### config.mk
export PLATFORM = sky130hd
export DESIGN_NAME = flash_sleep_id_otp
export DESIGN_NICKNAME = d
export VERILOG_FILES = /design/src/verilog/sleep_id_pkg.sv /design/src/verilog/flash_sleep_id_otp.sv
export SDC_FILE = /design/constraint.sdc
export NUM_CORES = 1
export LEC_CHECK = 0
export ABC_AREA = 1
export ABC_CLOCK_PERIOD_IN_PS = 6600
export BUFFER_PORTS_ARGS = -buffer_cell sky130_fd_sc_hd__buf_4
export CAP_MARGIN = 20
export CORE_ASPECT_RATIO = 1.4
export CORE_MARGIN = 4
export CORE_UTILIZATION = 35
export DETAILED_ROUTE_END_ITERATION = 7
export PLACE_DENSITY = 0.51
export SLEW_MARGIN = 40
export SYNTH_ARGS = -nofsm -noshare
export SYNTH_HDL_FRONTEND = slang
export SYNTH_SLANG_ARGS = --single-unit
### constraint.sdc
create_clock -name clk -period 6.6 [get_ports clk]
set_clock_uncertainty 0.05 [all_clocks]
set_input_delay 0 -clock clk [delete_from_list [all_inputs] [get_ports clk]]
set_output_delay 0 -clock clk [all_outputs]
set_load 0.02 [all_outputs]
### src/verilog/sleep_id_pkg.sv
/*
 * constants for the sleep, wake, identification and one-time-area
 * command decoder of a serial flash.
 * assumes a single 125 MHz system clock.
 */
package sleep_id_pkg;

    // ------------------------------------------------------------
    // opcodes
    // ------------------------------------------------------------
    localparam logic [7:0] DEEP_SLEEP_CMD     = 8'hB9;
    localparam logic [7:0] WAKE_AND_IDENT_CMD = 8'hAB;
    localparam logic [7:0] MAKER_DEV_ID_CMD   = 8'h90;
    localparam logic [7:0] STANDARD_IDENT_CMD = 8'h9F;
    localparam logic [7:0] OTP_ENTER_CMD      = 8'h3A;
    localparam logic [7:0] WRITE_DISABLE_CMD  = 8'h04;
    localparam logic [7:0] STATUS_WRITE_CMD   = 8'h01;
    localparam logic [7:0] STATUS_READ_CMD    = 8'h05;

    // ------------------------------------------------------------
    // identity (values arbitrary) and mapping
    // ------------------------------------------------------------
    localparam logic [7:0]  MAKER_CODE_DEF = 8'h5A; // arbitrary value
    localparam logic [7:0]  DEVICE_ID_DEF  = 8'h10; // arbitrary value
    localparam logic [7:0]  MEM_TYPE_DEF   = 8'h31; // arbitrary value
    localparam logic [7:0]  CAPACITY_DEF   = 8'h11; // arbitrary value
    localparam logic [23:0] OTP_BASE       = 24'h01F000;
    localparam logic [23:0] OTP_LAST       = 24'h01F0FF;
    localparam logic [23:0] ADDR_ID_SWAP   = 24'h000001;
    localparam logic [2:0]  PROTECT_CLEAR  = 3'h0;

    // ------------------------------------------------------------
    // timing
    // ------------------------------------------------------------
    localparam int CLK_MHZ          = 125;
    localparam int SLEEP_ENTRY_NS   = 3000;
    localparam int WAKE_NS          = 3000;
    localparam int WAKE_IDENT_NS    = 1800;
    localparam int HOLDOFF_US       = 1000; // least holdoff, 1 ms
    localparam int SLEEP_ENTRY_CYC  = (SLEEP_ENTRY_NS * CLK_MHZ + 999) / 1000;
    localparam int WAKE_CYC         = (WAKE_NS * CLK_MHZ + 999) / 1000;
    localparam int WAKE_IDENT_CYC   = (WAKE_IDENT_NS * CLK_MHZ + 999) / 1000;
    localparam int HOLDOFF_CYC      = HOLDOFF_US * CLK_MHZ;
    localparam int TIMER_W          = 18;

endpackage

### src/verilog/flash_sleep_id_otp.sv
/*
 * command decoder for deep sleep, wake, the three identification reads
 * and one-time-area mode of a serial flash.
 * assumes serial pins already sampled into the clk domain (synchronous);
 * the array engine reports its cycle on wip and takes the gate outputs.
 */
// How it works
// - sleep opcode executes only if chip select rises right after bit 8.
// - after that rise, wait sleep-entry delay, then enter deep sleep.
// - in deep sleep every opcode except wake is ignored.
// - sleep opcode during a running write cycle is rejected.
// - plain deselect gives standby only; sleep needs its own opcode.
// - reset (power-on) always comes up in standby.
// - wake-only: opcode then rise; if asleep, busy for the wake delay.
// - wake plus three dummies streams the device id, msb first, repeating.
// - rise after wake: instant if awake, else wake-ident delay.
// - wake works awake too; not decoded during erase/program/status write.
// - 90h with zero address gives maker code then device id.
// - address one swaps: device id first, then maker code.
// - 9Fh streams maker, memory type, capacity; stops on deselect.
// - 9Fh not decoded during erase or program.
// - otp entry maps 256-byte sector onto 01F000h-01F0FFh.
// - in otp mode protect bit reads as seal; seal blocks program/erase.
// - status write in otp mode drops data and sets the seal.
// - otp program/erase only with seal clear and protect level 000.
// - other sectors readable; program/erase only while seal clear.
// - write-disable opcode leaves otp mode.
// - writes refused until the power-up holdoff has passed.
`timescale 1ns/100ps
module flash_sleep_id_otp #(
    parameter int SLEEP_ENTRY  = sleep_id_pkg::SLEEP_ENTRY_CYC,
    parameter int WAKE         = sleep_id_pkg::WAKE_CYC,
    parameter int WAKE_IDENT   = sleep_id_pkg::WAKE_IDENT_CYC,
    parameter int HOLDOFF      = sleep_id_pkg::HOLDOFF_CYC,
    parameter logic [7:0] MAKER_CODE = sleep_id_pkg::MAKER_CODE_DEF,
    parameter logic [7:0] DEVICE_ID  = sleep_id_pkg::DEVICE_ID_DEF
) (
    // clock and reset
    input  wire logic        clk,
    input  wire logic        sys_rst,
    // serial pins, sampled
    input  wire logic        chip_sel_n,
    input  wire logic        serial_clk,
    input  wire logic        serial_in,
    // serial out with enable, low while driving
    output logic             serial_out,
    output logic             serial_out_oe_n,
    // array engine status
    input  wire logic        wip,
    input  wire logic        wip_is_status_write,
    input  wire logic        status_protect_bit,
    input  wire logic [2:0]  protect_level_field,
    input  wire logic [23:0] array_addr,
    // block state
    output logic             deep_sleep,
    output logic             busy,
    output logic             otp_mode,
    output logic             otp_seal,
    output logic             otp_select,
    output logic             write_allowed,
    output logic             cmd_ignored,
    output logic             status_protect_view
);
    import sleep_id_pkg::*;

    typedef enum logic [2:0] {
        ST_IDLE   = 3'b000,
        ST_OPCODE = 3'b001,
        ST_ADDR   = 3'b010,
        ST_SHIFT  = 3'b011,
        ST_DONE   = 3'b100,
        ST_SKIP   = 3'b101
    } frame_e;

    typedef enum logic [1:0] {
        PW_AWAKE   = 2'b00,
        PW_ENTER   = 2'b01,
        PW_ASLEEP  = 2'b10,
        PW_WAKING  = 2'b11
    } power_e;

    typedef struct packed {
        frame_e              frame;
        power_e              power;
        logic [7:0]          opcode;
        logic [23:0]         addr;
        logic [5:0]          bits;
        logic [23:0]         out_sr;
        logic [4:0]          out_cnt;
        logic [TIMER_W-1:0]  timer;
        logic [TIMER_W-1:0]  holdoff;
        logic                sck_d;
        logic                cs_d;
        logic                so;
        logic                so_oe_n;
        logic                otp;
        logic                seal;
        logic                ign;
    } state_s;

    state_s cur;
    state_s nxt;

    logic sck_rise;
    logic sck_fall;
    logic cs_rise;
    logic cs_fall;
    logic erase_prog;

    assign sck_rise   = serial_clk & ~cur.sck_d;
    assign sck_fall   = ~serial_clk & cur.sck_d;
    assign cs_rise    = chip_sel_n & ~cur.cs_d;
    assign cs_fall    = ~chip_sel_n & cur.cs_d;
    assign erase_prog = wip & ~wip_is_status_write;

    // ------------------------------------------------------------
    // next-state logic
    // ------------------------------------------------------------
    // reply words, maker/device order picked by the address
    function automatic logic [23:0] reply(input logic [7:0]  op,
                                          input logic [23:0] a);
        logic [23:0] r;
        r = '0;
        if (op == WAKE_AND_IDENT_CMD) begin
            r = {DEVICE_ID, DEVICE_ID, DEVICE_ID};
        end else if (op == MAKER_DEV_ID_CMD) begin
            if (a == ADDR_ID_SWAP) begin
                r = {DEVICE_ID, MAKER_CODE, DEVICE_ID};
            end else begin
                r = {MAKER_CODE, DEVICE_ID, MAKER_CODE};
            end
        end else if (op == STANDARD_IDENT_CMD) begin
            r = {MAKER_CODE, MEM_TYPE_DEF, CAPACITY_DEF};
        end
        return r;
    endfunction

    always_comb begin
        nxt       = cur;
        nxt.sck_d = serial_clk;
        nxt.cs_d  = chip_sel_n;
        nxt.ign   = 1'b0;
        // power-up holdoff counts down once
        if (cur.holdoff != '0) begin
            nxt.holdoff = cur.holdoff - 1'b1;
        end
        // delay timer for sleep entry and wake
        if (cur.timer != '0) begin
            nxt.timer = cur.timer - 1'b1;
        end else if (cur.power == PW_ENTER) begin
            nxt.power = PW_ASLEEP;
        end else if (cur.power == PW_WAKING) begin
            nxt.power = PW_AWAKE;
        end

        unique case (cur.frame)
            ST_IDLE: begin
                if (cs_fall) begin
                    nxt.frame = ST_OPCODE;
                    nxt.bits  = '0;
                end
            end
            ST_OPCODE: begin
                if (sck_rise) begin
                    nxt.opcode = {cur.opcode[6:0], serial_in};
                    nxt.bits   = cur.bits + 1'b1;
                    if (cur.bits == 6'd7) begin
                        nxt.bits  = '0;
                        nxt.frame = ST_DONE;
                        nxt.addr  = '0;
                        // asleep: only wake passes; entering or waking with the timer running: none pass
                        if ((cur.power != PW_AWAKE &&
                             {cur.opcode[6:0], serial_in}
                             != WAKE_AND_IDENT_CMD) ||
                            cur.timer != '0 && cur.power != PW_AWAKE) begin
                            nxt.frame = ST_SKIP;
                            nxt.ign   = 1'b1;
                        end else if (wip &&
                            ({cur.opcode[6:0], serial_in} ==
                             WAKE_AND_IDENT_CMD ||
                             {cur.opcode[6:0], serial_in} ==
                             DEEP_SLEEP_CMD)) begin
                            nxt.frame = ST_SKIP;
                            nxt.ign   = 1'b1;
                        end else if (erase_prog &&
                            {cur.opcode[6:0], serial_in} ==
                            STANDARD_IDENT_CMD) begin
                            nxt.frame = ST_SKIP;
                            nxt.ign   = 1'b1;
                        end else if ({cur.opcode[6:0], serial_in} ==
                                     STANDARD_IDENT_CMD) begin
                            nxt.frame   = ST_SHIFT;
                            nxt.out_sr  = reply(STANDARD_IDENT_CMD, '0);
                            nxt.out_cnt = '0;
                        end else if ({cur.opcode[6:0], serial_in} ==
                                     WAKE_AND_IDENT_CMD ||
                                     {cur.opcode[6:0], serial_in} ==
                                     MAKER_DEV_ID_CMD) begin
                            nxt.frame = ST_ADDR; // dummies or address
                        end
                    end
                end
            end
            ST_ADDR: begin
                if (sck_rise) begin
                    nxt.addr = {cur.addr[22:0], serial_in};
                    nxt.bits = cur.bits + 1'b1;
                    if (cur.bits == 6'd23) begin
                        nxt.frame   = ST_SHIFT;
                        nxt.out_sr  = reply(cur.opcode,
                                            {cur.addr[22:0], serial_in});
                        nxt.out_cnt = '0;
                    end
                end
            end
            ST_SHIFT: begin
                // falling edges, msb first; wrap to repeat the pattern
                if (sck_fall) begin
                    nxt.so      = cur.out_sr[23];
                    nxt.so_oe_n = 1'b0;
                    nxt.out_sr  = {cur.out_sr[22:0], cur.out_sr[23]};
                    nxt.out_cnt = cur.out_cnt + 1'b1;
                    if (cur.out_cnt == 5'd23 || (cur.out_cnt == 5'd15 &&
                        cur.opcode == MAKER_DEV_ID_CMD)) begin
                        nxt.out_cnt = '0;
                        nxt.out_sr  = reply(cur.opcode, cur.addr);
                    end
                end
            end
            ST_DONE: begin
                // any further clock means the rise was not right after bit 8
                if (sck_rise) begin
                    nxt.frame = ST_SKIP;
                end
            end
            ST_SKIP: begin
            end
            default: begin
                nxt.frame = ST_IDLE;
            end
        endcase

        // deselect ends every frame; plain deselect is standby only, never sleep
        if (cs_rise) begin
            nxt.frame   = ST_IDLE;
            nxt.so_oe_n = 1'b1;
            // wake alone sits in the address state with no bits taken
            if (cur.frame == ST_DONE ||
                (cur.frame == ST_ADDR && cur.bits == '0)) begin
                if (cur.opcode == DEEP_SLEEP_CMD) begin
                    nxt.power = PW_ENTER;
                    nxt.timer = TIMER_W'(SLEEP_ENTRY);
                end else if (cur.opcode == WAKE_AND_IDENT_CMD &&
                             cur.power == PW_ASLEEP) begin
                    nxt.power = PW_WAKING;
                    nxt.timer = TIMER_W'(WAKE);
                end else if (cur.opcode == OTP_ENTER_CMD) begin
                    nxt.otp = 1'b1;
                end else if (cur.opcode == WRITE_DISABLE_CMD) begin
                    nxt.otp = 1'b0;
                end
            end else if (cur.frame == ST_SHIFT || cur.frame == ST_ADDR) begin
                if (cur.opcode == WAKE_AND_IDENT_CMD &&
                    cur.power == PW_ASLEEP) begin
                    nxt.power = PW_WAKING;
                    nxt.timer = TIMER_W'(WAKE_IDENT);
                end
            end
            // seal set by status write in otp mode, data dropped
            // the data byte leaves the frame in skip; awake at deselect keeps refusals out unless the wake delay ended mid-frame
            if (cur.otp && cur.opcode == STATUS_WRITE_CMD &&
                cur.power == PW_AWAKE &&
                (cur.frame == ST_SKIP || cur.frame == ST_DONE)) begin
                nxt.seal = 1'b1;
            end
        end
    end

    // ------------------------------------------------------------
    // state register
    // ------------------------------------------------------------
    // reset stands for power-on: awake, standby, otp mode off
    always_ff @(posedge clk or posedge sys_rst) begin
        if (sys_rst) begin
            cur         <= '0;
            cur.sck_d   <= 1'b0;
            cur.cs_d    <= 1'b1;
            cur.so_oe_n <= 1'b1;
            cur.holdoff <= TIMER_W'(HOLDOFF);
        end else begin
            cur <= nxt;
        end
    end

    // ------------------------------------------------------------
    // outputs, each from a flip-flop
    // ------------------------------------------------------------
    logic [7:0] gate_q;
    logic       in_otp_range;

    assign in_otp_range = array_addr >= OTP_BASE && array_addr <= OTP_LAST;

    // gating for the array engine, registered one cycle
    always_ff @(posedge clk or posedge sys_rst) begin
        if (sys_rst) begin
            gate_q <= 8'h00;
        end else begin
            gate_q[0] <= cur.power != PW_AWAKE;
            gate_q[1] <= cur.power != PW_AWAKE || cur.timer != '0;
            gate_q[2] <= cur.otp;
            gate_q[3] <= cur.seal;
            gate_q[4] <= cur.otp && in_otp_range;
            // writes need awake, holdoff done, and in otp mode no seal
            gate_q[5] <= cur.power == PW_AWAKE && cur.holdoff == '0 &&
                         !(cur.otp && cur.seal) &&
                         !(cur.otp && in_otp_range &&
                           protect_level_field != PROTECT_CLEAR);
            gate_q[6] <= cur.ign;
            gate_q[7] <= cur.otp ? cur.seal : status_protect_bit;
        end
    end

    assign deep_sleep          = gate_q[0];
    assign busy                = gate_q[1];
    assign otp_mode            = gate_q[2];
    assign otp_seal            = gate_q[3];
    assign otp_select          = gate_q[4];
    assign write_allowed       = gate_q[5];
    assign cmd_ignored         = gate_q[6];
    assign status_protect_view = gate_q[7];
    assign serial_out          = cur.so;
    assign serial_out_oe_n     = cur.so_oe_n;

endmodule

==> metrics.yaml <==
run_status: "finished clean"
crit_type: "in2reg"
drtIter0Drc: 268
peakVddDrop_uv: 173
first_pass_iters: 4
fin_setup_tns_ns: 0
ys.warnings.count: 0
routed_wl_um: 15800
grt-ovfl-total: 0
busiest_layer: "met2"
async_reset_ff_share_pct: 100
hold_viol: 0
synth.most_common_cell: "nand2_1"
grt_use_met1_pct: 19.0
clock-sinks: 123
min_period_ns: 2.62
syn-num-nets: 944
yosysTopAreaCell: "dfrtp_1"
clkLatencyLatePin_ns: 0.42
finalSetupViolations: 0
grt_start_max_net_pins: 72
max_stage_delay_ns: 0.62
fin_nets: 995
slew_viol_final: 0
n_fill_cell: 2048
die_w_um: 126
drt-vias-per-instance: 4.71
portBuffers: 36
cts_buffers: 17
max_cap_viol_count: 0
htreeDepth: 4
crit_path_frequent_cell: "dlygate4sd3_1"
seq_area_frac_synth_pct: 45.1
tightest_slew_ns: 0.699
drc: 0
worstPathArrival_ns: 2.86
ant_nets: 0
cp_max_fo: 2
synth_common_cells: "nand2_1, inv_1, nor2_1"
hpwl_um: 11300
cts-root-buf: "clkbuf_16"
wl_per_cell_um: 13.1
fp.dieArea_sq_mm: 0.0219
syn_avg_cell_area_sq_um: 7.61
power.total_w: 0.00225
max-clock-path-buffers: 2
core_area_sq_mm: 0.0192
post_cts_resized: 0
relSlewSlack_pct: 53.4
gp_congestion: 0.804
power.density_mw_per_mm2: 282
grt_setup_unrepaired: "no"
synth-main-ff-cell: "dfrtp_1"
yosysTopAreaCellShare_pct: 41.7
drive_gt1_share_pct: 14.6
die_h_um: 173
syn2layout_area_growth_pct: 16.9
crit_chain: "dlygate4sd3_1 > buf_4 > nor2_1 > dlygate4sd3_1 > nand2_1 > dlygate4sd3_1 > nor4_1 > dlygate4sd3_1 > a211oi_1"
ios: 45
synth_area_leaders: "dfrtp_1, nand2_1, inv_1"
initial_core_util_pct: 35.6
worst_path_max_delay_cell: "dlygate4sd3_1"
grt_pass1_vias: 5825
synth_edf_count: 0
synth-seq-cells: 123
critPathRequiredTime_ns: 6.85
hp-class: "in2async"
grtUsageTotal_pct: 15.5
power_leakage_nw: 4.19
synth_cells: 899
rows: 60
met3_usage_pct: 3.39
cts_tree: "built"
crit_path_end_kind: "register"
synth_area_sq_mm: 0.00684
diodes: 0
critPathLaunchType: "input pin"
fmax_mhz: 382
antenna_found_initial: 0
via_count: 5704
post-route-period-util_pct: 39.7
clk_pin_slew_ns: 0.05
synth_cell_types: 50
gr-usage-met2_pct: 26.9
grt_pass1_wl_um: 28000
[cells in the final DEF (no fill, tap or decap), types with 2 or more instances in the layout]
master / netlist / routed
clkinv_1: 2 / 2
dfstp_2: 9 / 9
nor2_1: 122 / 122
or2_2: 6 / 6
buf_4: 2 / 36
a21oi_2: 2 / 2
nor4_1: 5 / 5
nor2_4: 6 / 6
a31o_2: 2 / 2
nand2_4: 6 / 6
nor3_2: 2 / 2
nand4_1: 19 / 19
inv_4: 2 / 3
clkinvlp_4: 0 / 2
nor3_1: 12 / 12
clkbuf_16: 0 / 17
nor2_2: 9 / 9
nand2_2: 19 / 20
inv_2: 3 / 3
xor2_1: 12 / 12
inv_1: 125 / 124
clkinv_2: 0 / 6
o21ai_0: 35 / 35
a31oi_1: 3 / 3
ha_1: 10 / 10
nand3b_1: 4 / 4
o22ai_1: 22 / 22
dfrtp_1: 114 / 114
a21oi_1: 18 / 18
clkbuf_1: 3 / 5
nand3_2: 2 / 3
nor3b_1: 3 / 3
dlygate4sd3_1: 0 / 13
nand2_1: 215 / 214
nand3_1: 75 / 74
xnor2_1: 2 / 2
[area by class of cell]
| cell class | instances | area (sq um) | share of cell area (%) |
|---|---|---|---|
| timing repair buffer | 50 | 412 | 5.15 |
| inverter | 133 | 512 | 6.40 |
| tap | 248 | 310 | 3.88 |
| clock inverter | 9 | 75.1 | 0.938 |
| clock buffer | 23 | 458 | 5.72 |
| sequential | 123 | 3090 | 38.6 |
| multi-input combinational | 625 | 3140 | 39.3 |
[critical path: cells and delay by family]
family / cells / cell delay [ns]
buffers and inverters: 5 / 2.39
AND/OR/NAND/NOR: 3 / 0.39
AO/OA/AOI/OAI: 1 / 0.07
[metal layers]
layer | vias to the layer above | wire length, um
met5 | - | 0
met4 | 0 | 304
met3 | 20 | 461
met2 | 69 | 7960
met1 | 2647 | 7110
li1 | 2968 | -
[sequential cells by signal, summed over array words and instances, names as in the netlist]
signal / count
cur: 113
gate_q: 8
serial_out: 1
serial_out_oe_n: 1
[kinds of logic after synthesis]
group                      synth area share, %
and+or+nand+nor                           34.4
buffers and inverters                     9.01
DFF                                       45.1
AOI/OAI and AO/OA                         7.66
xor gates and xnor gates                  1.79
adders and majority gates                 1.83
muxes                                    0.146
[what timing repair did]
action                     in CTS  in global routing
setup endpoints to repair       0                  0
buffers inserted                0                  0
hold buffers                   13                  0
hold endpoints to repair       60                  0
[metrics by stage]
| stage | utilization [%] | instance area (sq um) | hold WS, ns | setup WS, ns | cells |
|---|---|---|---|---|---|
| final | 41.6 | 8000 | 0.197 | 3.98 | 1211 |
| after global routing | 41.6 | 8000 | 0.212 | 3.82 | 1211 |
| after CTS | 41.6 | 8000 | 0.181 | 3.95 | 1211 |
| after detailed placement | 38.2 | 7330 | 0.0910 | 3.97 | 1166 |
| after global placement | 38.1 | 7330 | 0.0907 | 3.64 | 1166 |
| after floorplan | - | 6840 | -0.0455 | 3.29 | 899 |
[report_power, final]
group          internal, W  switching, W
Combinational     0.000153      0.000349
Sequential        0.000821     0.0000796
Clock             0.000522      0.000329
Total              0.00150      0.000758
[path summary, 6_finish.rpt]
check                           slack (ns)  cells after the start                 from        end
max in group asynchronous             5.21                      4              sys_rst    cur[19]
worst min register to register        0.31                      0               cur[0]  gate_q[6]
worst max-delay path                  3.98                      9        array_addr[8]  gate_q[5]
worst max register to register        4.11                      6             cur[113]     cur[0]
worst min-delay path                  0.20                      3              sys_rst    cur[73]
min in group clk                      0.20                      9  wip_is_status_write   cur[113]
Power figures use the tool's default switching activity.
